--- src/verilog/dcud_map.svh ---
// register offsets, field positions and reset values of the upset detector
`ifndef DCUD_MAP_SVH
`define DCUD_MAP_SVH

`define DCUD_ACC_W 32
`define DCUD_CLK_W 4
`define DCUD_SEL_W 2
`define DCUD_ADR_W 8
`define DCUD_DAT_W 32
`define DCUD_ALM_W 2

`define DCUD_OFF_CTRL 8'h00
`define DCUD_OFF_STATUS 8'h04
`define DCUD_OFF_MASK 8'h08
`define DCUD_OFF_INTST 8'h0C
`define DCUD_OFF_SUMMARY 8'h10

`define DCUD_CTRL_LINK_EN 0
`define DCUD_CTRL_PD_A 1
`define DCUD_CTRL_PD_B 2
`define DCUD_CTRL_GPD 3
`define DCUD_CTRL_SYNC_ILA 4
`define DCUD_CTRL_CAL_ALM 5
`define DCUD_CTRL_W 6

`define DCUD_ST_NCO 0
`define DCUD_ST_CLK 1
`define DCUD_ST_SYNCED 2
`define DCUD_ST_SEL_DIFF 3
`define DCUD_ST_CMP_EN 4
`define DCUD_ST_GPD 5

`define DCUD_RST_CTRL 6'h00
`define DCUD_RST_MASK 2'h3

`endif

--- src/verilog/dcud_pkg.sv ---
// types shared by the dual channel upset detector
`include "dcud_map.svh"
`default_nettype none
package dcud_pkg;

  typedef struct packed {
    logic cyc;
    logic stb;
    logic we;
    logic [3:0] sel;
    logic [`DCUD_ADR_W-1:0] adr;
    logic [`DCUD_DAT_W-1:0] dat;
  } dcud_wb_req_type;

  typedef struct packed {
    logic [`DCUD_ACC_W-1:0] acc_a;
    logic [`DCUD_ACC_W-1:0] acc_b;
    logic [`DCUD_CLK_W-1:0] clk_a;
    logic [`DCUD_CLK_W-1:0] clk_b;
  } dcud_mon_type;

  typedef struct packed {
    logic power_down_pin;
    logic sysref;
    logic [`DCUD_SEL_W-1:0] chan_a_freq_select_pins;
    logic [`DCUD_SEL_W-1:0] chan_b_freq_select_pins;
  } dcud_pins_type;

  typedef struct packed {
    dcud_pins_type p1;
    dcud_pins_type p2;
    dcud_pins_type p3;
    dcud_pins_type flt;
    logic [`DCUD_CTRL_W-1:0] ctrl;
    logic nco_mismatch_flag;
    logic clock_mismatch_flag;
    logic synced;
    logic half;
    logic [`DCUD_ALM_W-1:0] int_st;
    logic [`DCUD_ALM_W-1:0] mask;
    logic ack;
    logic [`DCUD_DAT_W-1:0] dat;
    logic irq;
    logic cal_status_pin;
    logic link_rst_n;
    logic ser_pd;
    logic link_clk_en;
  } dcud_state_type;

endpackage
`default_nettype wire

--- src/verilog/dcud_upset_det.sv ---
// dual channel nco and clock upset detector with wishbone registers
//
// Notes on behaviour
// - nco accumulators of channel a are compared with channel b while cmp_en is set.
// - one cycle of accumulator mismatch sets the nco flag; write 1 clears.
// - only same-index words must match; two hopping frequencies remain.
// - differing frequency select pins let channel b run another frequency.
// - nco results count only after sysref or ila start synchronisation.
// - internal clocks of channel a are compared with channel b while cmp_en is set.
// - one half-rate cycle of clock mismatch sets clock flag; write 1 clears.
// - leaving global power-down may set the clock flag; host clears it.
// - either unmasked flag reaches the calibration status pin in alarm mode.
// - unmasked flags show in the summary; masked ones still set status.
// - in alarm mode the status pin is high while any reported alarm set.
// - link enable low holds link in reset, serializers down, clocks off.
`include "dcud_map.svh"
`default_nettype none

module dcud_upset_det (
  // clock and reset
  input wire logic clk,
  input wire logic rstn,
  // wishbone slave
  input wire dcud_pkg::dcud_wb_req_type wb_req,
  output logic wb_ack_o,
  output logic [`DCUD_DAT_W-1:0] wb_dat_o,
  // channel monitors and link events, same clock
  input wire dcud_pkg::dcud_mon_type mon,
  input wire logic ila_start,
  input wire logic cal_busy,
  // device pins, asynchronous
  input wire dcud_pkg::dcud_pins_type pins,
  // outputs
  output logic irq,
  output logic cal_status_pin,
  output logic link_rst_n,
  output logic ser_pd,
  output logic link_clk_en,
  output logic [`DCUD_SEL_W-1:0] chan_a_freq_select,
  output logic [`DCUD_SEL_W-1:0] chan_b_freq_select
);

  ////////////////////////////////////////////////////////////////////////////
  // a pin bit moves only once the second and third stages agree
  function automatic dcud_pkg::dcud_pins_type pin_filter(
    input dcud_pkg::dcud_pins_type s2,
    input dcud_pkg::dcud_pins_type s3,
    input dcud_pkg::dcud_pins_type old
  );
    logic [$bits(dcud_pkg::dcud_pins_type)-1:0] agree;
    agree = ~(s2 ^ s3);
    pin_filter = (agree & s3) | (~agree & old);
  endfunction

  // write-one-to-clear with the set taking priority
  function automatic logic w1c_flag(
    input logic old,
    input logic set,
    input logic clr
  );
    w1c_flag = set | (old & ~clr);
  endfunction

  ////////////////////////////////////////////////////////////////////////////
  dcud_pkg::dcud_state_type s_r;
  dcud_pkg::dcud_state_type s_nxt;

  logic gpd;
  logic cmp_en;
  logic sel_equal;
  logic sync_ev;
  logic nco_ev;
  logic clk_ev;
  logic acc_diff;
  logic clk_diff;
  logic take;
  logic wr;
  logic rd;
  logic [`DCUD_ALM_W-1:0] flags;
  logic [`DCUD_ALM_W-1:0] ev;
  logic [`DCUD_ALM_W-1:0] clr;
  logic [`DCUD_DAT_W-1:0] rdata;

  always_comb begin
    s_nxt = s_r;
    // three-stage pin capture; stage one feeds stage two only
    s_nxt.p1 = pins;
    s_nxt.p2 = s_r.p1;
    s_nxt.p3 = s_r.p2;
    s_nxt.flt = pin_filter(s_r.p2, s_r.p3, s_r.flt);

    gpd = s_r.ctrl[`DCUD_CTRL_GPD] | s_r.flt.power_down_pin;
    // a lone powered channel would always look upset
    cmp_en = ~s_r.ctrl[`DCUD_CTRL_PD_A] & ~s_r.ctrl[`DCUD_CTRL_PD_B]
      & ~gpd & s_r.ctrl[`DCUD_CTRL_LINK_EN];
    // different selects mean deliberately different frequencies
    sel_equal = s_r.flt.chan_a_freq_select_pins
      == s_r.flt.chan_b_freq_select_pins;

    sync_ev = s_r.ctrl[`DCUD_CTRL_SYNC_ILA] ? ila_start
      : (s_r.flt.sysref & ~pin_filter(s_r.p2, s_r.p3, s_r.flt).sysref
         ? 1'b0 : (pin_filter(s_r.p2, s_r.p3, s_r.flt).sysref
         & ~s_r.flt.sysref));
    // power-down or link off loses alignment until the next sync
    if (!cmp_en) begin
      s_nxt.synced = 1'b0;
    end else if (sync_ev) begin
      s_nxt.synced = 1'b1;
    end

    acc_diff = mon.acc_a != mon.acc_b;
    nco_ev = cmp_en & s_r.synced & sel_equal & acc_diff;

    // clock comparison runs on every second device clock
    s_nxt.half = ~s_r.half;
    clk_diff = mon.clk_a != mon.clk_b;
    clk_ev = s_r.half & cmp_en & clk_diff;

    ////////////////////////////////////////////////////////////////////////
    take = wb_req.cyc & wb_req.stb & ~s_r.ack;
    wr = take & wb_req.we & wb_req.sel[0];
    rd = take & ~wb_req.we;
    s_nxt.ack = take;

    ev = {clk_ev, nco_ev};
    clr = '0;
    if (wr && wb_req.adr == `DCUD_OFF_STATUS) begin
      clr = wb_req.dat[`DCUD_ALM_W-1:0];
    end
    s_nxt.nco_mismatch_flag = w1c_flag(s_r.nco_mismatch_flag,
      ev[`DCUD_ST_NCO], clr[`DCUD_ST_NCO]);
    s_nxt.clock_mismatch_flag = w1c_flag(s_r.clock_mismatch_flag,
      ev[`DCUD_ST_CLK], clr[`DCUD_ST_CLK]);

    // interrupt copy is cleared by reading it, events still win
    if (rd && wb_req.adr == `DCUD_OFF_INTST) begin
      s_nxt.int_st = ev;
    end else begin
      s_nxt.int_st = s_r.int_st | ev;
    end

    if (wr && wb_req.adr == `DCUD_OFF_CTRL) begin
      s_nxt.ctrl = wb_req.dat[`DCUD_CTRL_W-1:0];
    end
    if (wr && wb_req.adr == `DCUD_OFF_MASK) begin
      s_nxt.mask = wb_req.dat[`DCUD_ALM_W-1:0];
    end

    flags = {s_r.clock_mismatch_flag, s_r.nco_mismatch_flag};
    rdata = '0;
    unique case (wb_req.adr)
      `DCUD_OFF_CTRL: begin
        rdata[`DCUD_CTRL_W-1:0] = s_r.ctrl;
      end
      `DCUD_OFF_STATUS: begin
        rdata[`DCUD_ALM_W-1:0] = flags;
        rdata[`DCUD_ST_SYNCED] = s_r.synced;
        rdata[`DCUD_ST_SEL_DIFF] = ~sel_equal;
        rdata[`DCUD_ST_CMP_EN] = cmp_en;
        rdata[`DCUD_ST_GPD] = gpd;
      end
      `DCUD_OFF_MASK: begin
        rdata[`DCUD_ALM_W-1:0] = s_r.mask;
      end
      `DCUD_OFF_INTST: begin
        rdata[`DCUD_ALM_W-1:0] = s_r.int_st;
      end
      `DCUD_OFF_SUMMARY: begin
        rdata[0] = |(flags & ~s_r.mask);
      end
      default: begin
        rdata = '0;
      end
    endcase
    s_nxt.dat = rd ? rdata : '0;

    ////////////////////////////////////////////////////////////////////////
    s_nxt.irq = |(s_nxt.int_st & ~s_nxt.mask);
    if (s_r.ctrl[`DCUD_CTRL_CAL_ALM]) begin
      s_nxt.cal_status_pin = |(s_nxt.nco_mismatch_flag & ~s_nxt.mask[0]
        | s_nxt.clock_mismatch_flag & ~s_nxt.mask[1]);
    end else begin
      s_nxt.cal_status_pin = cal_busy;
    end
    // link block parked while its enable is low
    s_nxt.link_rst_n = s_nxt.ctrl[`DCUD_CTRL_LINK_EN];
    s_nxt.ser_pd = ~s_nxt.ctrl[`DCUD_CTRL_LINK_EN];
    s_nxt.link_clk_en = s_nxt.ctrl[`DCUD_CTRL_LINK_EN];
  end

  always_ff @(posedge clk or negedge rstn) begin
    if (!rstn) begin
      s_r <= '0;
      s_r.ctrl <= `DCUD_RST_CTRL;
      s_r.mask <= `DCUD_RST_MASK;
      s_r.ser_pd <= 1'b1;
    end else begin
      s_r <= s_nxt;
    end
  end

  assign wb_ack_o = s_r.ack;
  assign wb_dat_o = s_r.dat;
  assign irq = s_r.irq;
  assign cal_status_pin = s_r.cal_status_pin;
  assign link_rst_n = s_r.link_rst_n;
  assign ser_pd = s_r.ser_pd;
  assign link_clk_en = s_r.link_clk_en;
  assign chan_a_freq_select = s_r.flt.chan_a_freq_select_pins;
  assign chan_b_freq_select = s_r.flt.chan_b_freq_select_pins;

endmodule // dcud_upset_det
`default_nettype wire

--- config.mk ---
export PLATFORM = sky130hd
export DESIGN_NAME = dcud_upset_det
export DESIGN_NICKNAME = d
export VERILOG_FILES = /design/src/verilog/dcud_pkg.sv /design/src/verilog/dcud_upset_det.sv
export VERILOG_INCLUDE_DIRS = /design/src /design/src/verilog
export SDC_FILE = /design/constraint.sdc
export NUM_CORES = 1
export LEC_CHECK = 0
export ABC_AREA = 1
export BUFFER_PORTS_ARGS = -buffer_cell sky130_fd_sc_hd__buf_2
export CAP_MARGIN = 20
export CORE_MARGIN = 1.5
export CORE_UTILIZATION = 47
export CTS_BUF_LIST = sky130_fd_sc_hd__clkbuf_4 sky130_fd_sc_hd__clkbuf_8
export DETAILED_ROUTE_END_ITERATION = 8
export GPL_ROUTABILITY_DRIVEN = 0
export PLACE_DENSITY_LB_ADDON = 0.1
export REMOVE_ABC_BUFFERS = 1
export SKIP_LAST_GASP = 1
export SYNTH_ARGS = -nofsm -noshare
export SYNTH_HDL_FRONTEND = slang
export SYNTH_SLANG_ARGS = --single-unit
--- constraint.sdc ---
create_clock -name clk -period 2.13 [get_ports clk]
set_input_delay 0.3195 -clock clk [delete_from_list [all_inputs] [get_ports clk]]
set_output_delay 0.3195 -clock clk [all_outputs]
set_load 0.03 [all_outputs]
==> results of run 1 <==
-- Yosys cell counts (2+ instances only) --
master | n | share of area [%]
nor3_1 | 3 | 0.57
nor2_2 | 3 | 0.71
o21ai_0 | 7 | 1.3
inv_2 | 2 | 0.28
o21ai_1 | 2 | 0.38
nand2_1 | 78 | 11
inv_1 | 38 | 5.4
nor4_1 | 2 | 0.47
maj3_1 | 6 | 2.3
a21oi_1 | 7 | 1.3
xnor2_1 | 27 | 8.9
dfstp_2 | 3 | 3.0
nand4_1 | 4 | 0.95
buf_4 | 37 | 10
nor2_4 | 2 | 0.85
mux2_4 | 5 | 2.8
dfrtp_1 | 45 | 43
nand3_1 | 3 | 0.57
nor2_1 | 17 | 2.4
-- worst min-delay path by stage --
stage | start | end | slack, ns | cells after the start
after floorplan | rstn | async pin | 0.02 | 0
after global placement | s_nxt[69] | s_nxt[63] | 0.33 | 0
after detailed placement | rstn | async pin | 0.34 | 1
after CTS | rstn | async pin | 0.005 | 1
after global routing | rstn | async pin | 0.02 | 1
final | rstn | async pin | -0.004 | 1
-- layout make-up --
type	instances	area, µm²	share of cell area (%)
tap	72	90.09	2.777
clock buffer	6	82.58	2.545
inverter	40	150.1	4.628
sequential	48	1205	37.14
multi-input combinational	203	1107	34.13
timing repair buffer	116	595.6	18.36
clock inverter	2	13.76	0.4242
-- worst max-delay path: cells and delay by family, from the launching register on --
| family | cells | cell delay, ns |
|---|---|---|
| simple gates | 4 | 0.64 |
| compound gates | 2 | 0.47 |
| flops | 1 | 0.39 |
| buf+inv | 1 | 0.06 |
-- per-layer routing --
| metal | up-vias | GRT usage, % | routed length (µm) |
|---|---|---|---|
| li1 | 1091 | - | - |
| met2 | 96 | 29.04 | 2377 |
| met4 | 0 | 6.607 | 78 |
| met5 | - | 0 | 0 |
| met1 | 899 | 20.80 | 2152 |
| met3 | 8 | 5.349 | 467 |
-- power breakdown --
group | internal, mW | switching, mW
clock network | 0.265 | 0.300
logic | 0.149 | 0.213
registers | 0.946 | 0.0186
total | 1.36 | 0.532
-- kinds of logic after synthesis --
family,share of synthesized area (%)
other,0.1417
XOR/XNOR,8.936
adder cells (fa/ha/maj),2.270
flip-flops,45.53
AO/OA/AOI/OAI,4.397
AND/OR/NAND/NOR,19.72
buffers and inverters,16.17
multiplexers,2.837
-- per-stage QoR --
step / std cells / cell area [µm²] / hold slack [ns]
finish: 487 / 3244 / -0.004105
global route: 487 / 3244 / 0.02396
floorplan: 291 / 2462 / 0.02391
detailed placement: 479 / 3148 / 0.3358
global placement: 479 / 3148 / 0.3316
CTS: 487 / 3244 / 0.004974
==> run_results.csv, run 1 <==
group,metric,value,unit
setup_path,critPathCaptureType,"flip-flop",
detailed_routing,first_pass_iters,4,
layout,drive_above_1_share,34.70,%
setup_path,r2r-end,"cal_status_pin",
status,status,"complete, but fails checks",
floorplan,dieHeight,78.04,µm
floorplan,start_util,48.35,%
setup_path,cpPeakStageDelay,0.39,ns
timing,final.period_utilization,76.67,%
global_route,grt_pass1_vias,1864,
job,maxCapViolations,0,
power_and_ir_drop,p_leak,1.779,nW
global_route,grtUsageTotal,17.29,%
floorplan,core,5473,µm²
setup_path,crit_path_end,"cal_status_pin",
synth,syn_area,2646,µm²
detailed_routing,vias_per_cell,4.300,
layout,final_nets,543,
layout,utilization,59.28,%
timing,layout_setup_ws,0.4969,ns
clocking,cts-root-buf,"clkbuf_8",
synth,ys_ff_latch,48,
timing,hold_violations,6,
global_route,grt_pass1_wl,8.217,mm
timing,setup-tns-final,0,ns
synth,synth-seq-area-share,45.53,%
setup_path,critPathKind,"flip-flop to flip-flop",
detailed_routing,remaining_drc_errors,0,
layout,area.growth.synth_to_final,22.60,%
detailed_routing,drt_iter0_drc,58,
setup_path,r2r_cells,7,
layout,diodes,0,
synth,synth_warnings,0,
global_route,grt_overflow,0,
clocking,clk_pin_slew,0.09,ns
setup_path,path_cells,"inv_1 -> nand3_2 -> nor2_2 -> nand4_1 -> o21ai_0 -> nand2_1 -> a21oi_1",
setup_path,crit_slowest_cell,"dfrtp_1",
timing,relSlewSlack,63.35,%
timing,fin_crit,1.633,ns
setup_path,cp_max_fo,4,
setup_path,startpoint_type,"flip-flop",
clocking,cts_buffers,5,
placement,dp_hpwl,4.208,mm
floorplan,io_pins,171,
hold_path,hold_path_class,"input port to async pin",
clocking,cts_hold_buf,0,
power_and_ir_drop,p_total,1.892,mW
timing,skew,0.003391,ns
timing,max_freq,612.3,MHz
clocking,ctsResizeCount,0,
placement,pre_cts_slack,0.4359,ns
clocking,cts_setup_buffers,0,
floorplan,rows,27,
power_and_ir_drop,ir_drop,0.3912,mV
setup_path,r2r_slack,0.50,ns
setup_path,cp.required,2.36,ns
layout,fill_cells,499,
detailed_routing,routedWlPerCell,10.42,µm
synth,synth-edff-count,0,
clocking,htreeDepth,2,
clocking,clock_latency,0.30,ns
timing,holdWs,-0.004105,ns
placement,io_buffers,115,
layout,most-common-layout-cells,"115 x buf_2, 78 x nand2_1, 45 x dfrtp_1",
setup_path,crit_start,"wb_ack_o",
layout,final_common_cell,"buf_2",
synth,postSynth.asyncResetShare,100.0,%
clocking,cts_tree,"yes",
detailed_routing,drt-total-wl,5.075,mm
clocking,cts_sinks,48,
status,violations,"negative hold slack",
synth,syn_area_per_cell,8.734,µm²
synth,synth_flop_cell,"dfrtp_1",
detailed_routing,final_antenna_net_count,0,
power_and_ir_drop,power_density,583.1,nW/µm²
synth,netlist_instances,303,
timing,slew_violations,0,
timing,rsz0062_at_grt,"false",
synth,synth.distinct_cells,31,
global_route,grt_max_degree,26,
clocking,cts_buffer_depth,2,
floorplan,dieArea,6089,µm²
floorplan,dieWidth,78.04,µm
global_route,antenna_found_initial,0,
timing,final-setup-viol-count,0,
setup_path,arrival,1.86,ns
timing,worst_slew_pin_slew,0.5498,ns
detailed_routing,vias,2094,
setup_path,reg2reg_from,"wb_ack_o",
(Power assumes the default switching activity.)
==> inputs of run 2 (changes only) <==
- ABC_AREA: 1 -> 0
- CORE_UTILIZATION: 47 -> 43
- clock period: 2.13 -> 1.6 ns (I/O delays scaled with it)
==> run_results.csv, run 2 <==
group,metric,value,unit
layout,diodes,0,
layout,area.growth.synth_to_final,29.83,%
synth,netlist.area_leader.share,46.13,%
floorplan,io_pins,171,
floorplan,dieArea,6138,µm²
floorplan,dieHeight,78.35,µm
global_route,grtUsageTotal,16.03,%
synth,ys_ff_latch,48,
clocking,htreeDepth,2,
detailed_routing,drt-total-wl,4.878,mm
setup_path,startpoint_type,"input port",
floorplan,start_util,44.33,%
power_and_ir_drop,ir_drop,0.7399,mV
clocking,cts-root-buf,"clkbuf_8",
detailed_routing,first_pass_iters,4,
detailed_routing,remaining_drc_errors,0,
setup_path,r2r-end,"cal_status_pin",
setup_path,r2r_cells,6,
timing,max_freq,581.5,MHz
detailed_routing,routedWlPerCell,11.99,µm
synth,synth-seq-area-share,49.36,%
floorplan,dieWidth,78.35,µm
synth,yosys.area.top_type,"dfrtp_1",
detailed_routing,vias_per_cell,4.445,
synth,synthTopCellsByArea,"dfrtp_1 46%, xor2_1 12%, buf_4 11%",
setup_path,critPathKind,"input port to flip-flop",
global_route,grt_pass1_wl,7.500,mm
placement,pre_cts_slack,-0.4327,ns
clocking,cts_sinks,48,
timing,hold_violations,0,
layout,drive_above_1_share,44.78,%
timing,skew,0.005963,ns
setup_path,r2r_slack,-0.07,ns
global_route,grt_pass1_vias,1685,
timing,layout_setup_ws,-0.1196,ns
placement,dp_hpwl,4.017,mm
setup_path,reg2reg_from,"wb_ack_o",
hold_path,hold_path_class,"input port to flip-flop",
floorplan,rows,27,
synth,synth-edff-count,0,
timing,fin_crit,1.720,ns
timing,final-setup-viol-count,8,
clocking,clock_latency,0.30,ns
synth,synth_flop_cell,"dfrtp_1",
synth,netlist_instances,215,
floorplan,core,5507,µm²
timing,final.period_utilization,107.5,%
layout,final_common_cell,"buf_2",
synth,syn_area,2441,µm²
job,maxCapViolations,0,
setup_path,critPathCaptureType,"flip-flop",
clocking,cts_tree,"yes",
synth,synth_most_common_cell,"dfrtp_1",
power_and_ir_drop,power_density,830.6,nW/µm²
layout,final_nets,463,
timing,rsz0062_at_grt,"true",
setup_path,crit_path_end,"cal_status_pin",
status,status,"complete, but fails checks",
layout,fin_area,3169,µm²
synth,synth.distinct_cells,36,
synth,postSynth.asyncResetShare,100.0,%
layout,most-common-layout-cells,"114 x buf_2, 45 x dfrtp_1, 34 x xor2_1",
placement,io_buffers,115,
synth,synth_warnings,0,
setup_path,arrival,1.94,ns
global_route,grt_overflow,0,
clocking,cts_buffers,5,
setup_path,cp_max_fo,3,
detailed_routing,drt_iter0_drc,49,
detailed_routing,final_antenna_net_count,0,
placement,place_area,2995,µm²
timing,slew_violations,0,
synth,syn_area_per_cell,11.35,µm²
timing,holdWs,0.03723,ns
status,violations,"negative setup slack",
detailed_routing,vias,1809,
setup_path,cp.required,1.82,ns
clocking,cts_buffer_depth,2,
synth,synth_commonest_cells,"45 x dfrtp_1, 37 x buf_4, 34 x xor2_1",
clocking,clk_pin_slew,0.08,ns
global_route,grt_max_degree,31,
setup_path,crit_start,"wb_req[39]",
power_and_ir_drop,p_leak,1.706,nW
global_route,antenna_found_initial,0,
layout,fill_cells,490,
[run 2: how the worst min path moves through the flow]
stage	from	end	slack, ns	cells past startpoint
detailed placement	rstn	s_nxt[69]	0.21	1
finish	pins[0]	s_nxt[64]	0.04	1
global placement	rstn	s_nxt[68]	0.21	1
CTS	pins[2]	s_nxt[66]	0.03	1
floorplan	rstn	async pin	-0.06	0
global route	pins[1]	s_nxt[65]	0.02	1
[run 2: timing repair]
| action | CTS | global route |
|---|---|---|
| resized for setup | 4 | 5 |
| endpoints found under the setup margin | 10 | 10 |
| pin swaps | 2 | 0 |
| hold endpoints to repair | 18 | 0 |
| gates cloned | 0 | 0 |
| hold buffers | 1 | 0 |
| setup buffers | 1 | 1 |
[run 2: cell families after synthesis]
logic type	Yosys count	share of synthesized area [%]
DFF	48	49.36
and+or+nand+nor	47	11.43
other	1	0.1536
xor gates and xnor gates	38	13.63
adders and majority gates	6	2.460
buffers and inverters	46	12.76
AOI/OAI and AO/OA	17	5.023
muxes	12	5.177
[run 2: area by class of cell]
| class | count | area, µm² | share of cell area, % |
|---|---|---|---|
| sequential | 48 | 1205 | 38.02 |
| timing repair buffer | 126 | 683.2 | 21.56 |
| inverter | 7 | 26.28 | 0.8291 |
| clock inverter | 2 | 38.79 | 1.224 |
| clock buffer | 6 | 82.58 | 2.606 |
| multi-input combinational | 146 | 1044 | 32.93 |
| tap | 72 | 90.09 | 2.842 |
[run 2: stage by stage]
stage | utilization [%] | setup TNS, ns | total power [mW] | instances
floorplan | - | -1.643 | 1.529 | 201
global placement | 54.40 | -4.843 | 1.746 | 397
detailed placement | 54.40 | -5.470 | 1.749 | 397
CTS | 57.21 | -0.2704 | 2.665 | 407
global route | 57.56 | -0.8900 | 2.750 | 407
finish | 57.56 | -0.2814 | 2.633 | 407
[run 2: power by group]
group / leakage (nW) / switching (mW) / internal (mW)
Combinational: 1.05 / 0.262 / 0.185
Sequential: 0.591 / 0.0261 / 1.26
Clock: 0.0614 / 0.390 / 0.511
[run 2: layer usage]
layer	track usage [%]	vias up	share of wire (%)
met1	18.41	814	40
met5	0	-	0
met4	5.357	0	1.2
met2	27.91	87	48
met3	5.465	5	11
li1	-	903	-
[run 2: critical path, stage by stage]
cell and delay [ns]:
buf_6 0.09, or4_4 0.55, nor4_4 0.27, nand4_2 0.19, mux2i_2 0.23, a21bo_1 0.23, a31oi_1 0.15
==> inputs of run 3 (changes only) <==
- CORE_UTILIZATION: 43 -> 38
- GPL_TIMING_DRIVEN: not set -> 0
- clock period: 1.6 -> 1.4 ns (I/O delays scaled with it)
==> run_results.csv, run 3 (same netlist as run 2, synthesis figures left out) <==
group,metric,value,unit
status,status,"complete, but fails checks",
status,violations,"negative setup slack",
floorplan,dieHeight,83.15,µm
clocking,cts_sinks,48,
detailed_routing,vias_per_cell,4.420,
global_route,grt_pass1_wl,8.052,mm
clocking,cts_buffers,5,
clocking,clock_latency,0.30,ns
hold_path,hp-start,"wb_req[0]",
power_and_ir_drop,p_leak,1.713,nW
layout,diodes,0,
layout,area.growth.synth_to_final,34.14,%
power_and_ir_drop,power_switching,786.6,µW
timing,max_freq,573.7,MHz
power_and_ir_drop,p_clk_share,30.0,%
setup_path,startpoint_type,"input port",
timing,final-setup-viol-count,17,
setup_path,arrival,1.96,ns
placement,dp_hpwl,3.825,mm
setup_path,reg2reg_from,"wb_ack_o",
detailed_routing,vias,1852,
layout,final_common_cell,"buf_2",
layout,fin_area,3274,µm²
floorplan,dieArea,6914,µm²
layout,multiInputGateArea,1091,µm²
layout,fill_cells,592,
power_and_ir_drop,power_density,870.2,nW/µm²
floorplan,start_util,38.89,%
layout,final-seq-area,1205,µm²
hold_path,hold_path_class,"input port to flip-flop",
power_and_ir_drop,ir_drop,0.7133,mV
floorplan,dieWidth,83.15,µm
power_and_ir_drop,combPwrFrac,18.4,%
global_route,grtUsageTotal,14.63,%
clocking,cts_tree,"yes",
detailed_routing,drt-total-wl,4.988,mm
setup_path,cpPeakStageDelay,0.57,ns
timing,rsz0062_at_grt,"true",
setup_path,critPathCaptureType,"flip-flop",
setup_path,crit_slowest_cell,"or4_4",
layout,final_nets,470,
floorplan,rows,29,
timing,holdWs,0.1174,ns
layout,drive_above_1_share,46.20,%
setup_path,critPathKind,"input port to flip-flop",
clocking,cts_buffer_depth,2,
timing,final.period_utilization,124.5,%
timing,slew_violations,0,
layout,fin_cells,419,
power_and_ir_drop,p_int,2.063,mW
global_route,grt_overflow,0,
timing,fin_crit,1.743,ns
timing,layout_setup_ws,-0.3430,ns
global_route,grt_pass1_vias,1737,
floorplan,core,6277,µm²
placement,place_area,2922,µm²
setup_path,path_cells,"buf_2 -> or4_4 -> nor4_4 -> nand4_4 -> mux2i_2 -> a21bo_1 -> a31oi_1",
setup_path,cp.required,1.62,ns
timing,hold_violations,0,
detailed_routing,first_pass_iters,4,
timing,skew,0.007763,ns
clocking,cts-root-buf,"clkbuf_8",
clocking,htreeDepth,2,
placement,dpl.cell_count,393,
global_route,grt_max_degree,49,
clocking,clk_pin_slew,0.08,ns
setup_path,cp_top_family,"simple AND/OR/NAND/NOR gates",
job,maxCapViolations,0,
power_and_ir_drop,p_sw_share,27.61,%
setup_path,cp_max_fo,3,
global_route,antenna_found_initial,0,
placement,io_buffers,115,
layout,most-common-layout-cells,"115 x buf_2, 45 x dfrtp_1, 34 x xor2_1",
detailed_routing,remaining_drc_errors,0,
floorplan,io_pins,171,
detailed_routing,drt_iter0_drc,87,
power_and_ir_drop,seqPwrFrac,51.5,%
setup_path,cp_num_buf_inv,1,
detailed_routing,final_antenna_net_count,0,
setup_path,crit_start,"wb_req[33]",
detailed_routing,routedWlPerCell,11.90,µm
-- run 3: changes by cell type in the layout (fill, tap and decap cells not counted), moves of 2 or more --
cell           previous run  this run
buf_4                     8         5
buf_6                     2         5
dlygate4sd3_1             1         7
inv_1                     7         5
inv_2                     0         2
mux2i_4                   0         2
-- run 3: what timing repair did --
action                                 4_1_cts  5_1_grt
gates resized for setup                     11       12
pin swaps                                    3       10
hold buffers                                 5        2
setup endpoints to repair                   15       20
endpoints found under the hold margin        5        9
buffers inserted                             6        5
-- run 3: layout make-up --
type	count	area share, %
repair buffers	133	23.19
well taps	77	2.942
inverters	7	0.8024
flip-flops and latches	48	36.80
multi-input cells	146	33.32
clock buffers	6	2.522
clock inverters	2	0.4203
-- run 3: worst paths after layout --
check,end,slack (ns),cells past startpoint
setup / recovery,cal_status_pin,-0.34,7
hold reg to reg,s_nxt[58],0.35,0
max in group asynchronous,s_r[38],0.63,3
setup reg to reg,cal_status_pin,-0.31,6
min in group asynchronous,wb_dat_o[0],0.27,2
hold / removal,ser_pd,0.12,2
-- run 3: power by group through the flow --
stage,Combinational [mW],Sequential [mW],Clock [mW]
after CTS,0.510,1.47,0.894
after global routing,0.576,1.48,0.943
after floorplan,0.223,1.52,0
after detailed placement,0.487,1.50,0
final,0.525,1.47,0.856
after global placement,0.483,1.50,0
-- run 3: metal layers --
layer,GRT usage [%],vias up,wire (µm)
met2,23.87,69,2512
met4,4.394,0,31
met1,17.66,857,2041
met3,6.163,5,402
li1,-,921,-
met5,0,-,0
-- run 3: worst reg2reg max path, cell delays in order, from the launching register on --
cell and delay (ns):
dfrtp_1 0.38, nand3b_1 0.22, nor4_4 0.24, nand4_4 0.17
mux2i_2 0.23, a21bo_1 0.23, a31oi_1 0.16
-- run 3: metrics by stage --
step,worst slack (ns),power [mW],utilization [%],TNS [ns]
after floorplan,-0.4621,1.747,-,-4.391
after global placement,-0.7721,1.979,46.54,-9.986
after detailed placement,-0.7384,1.984,46.54,-9.933
after CTS,-0.3300,2.874,50.23,-3.046
after global routing,-0.4110,2.996,52.16,-5.005
final,-0.3430,2.849,52.16,-3.376
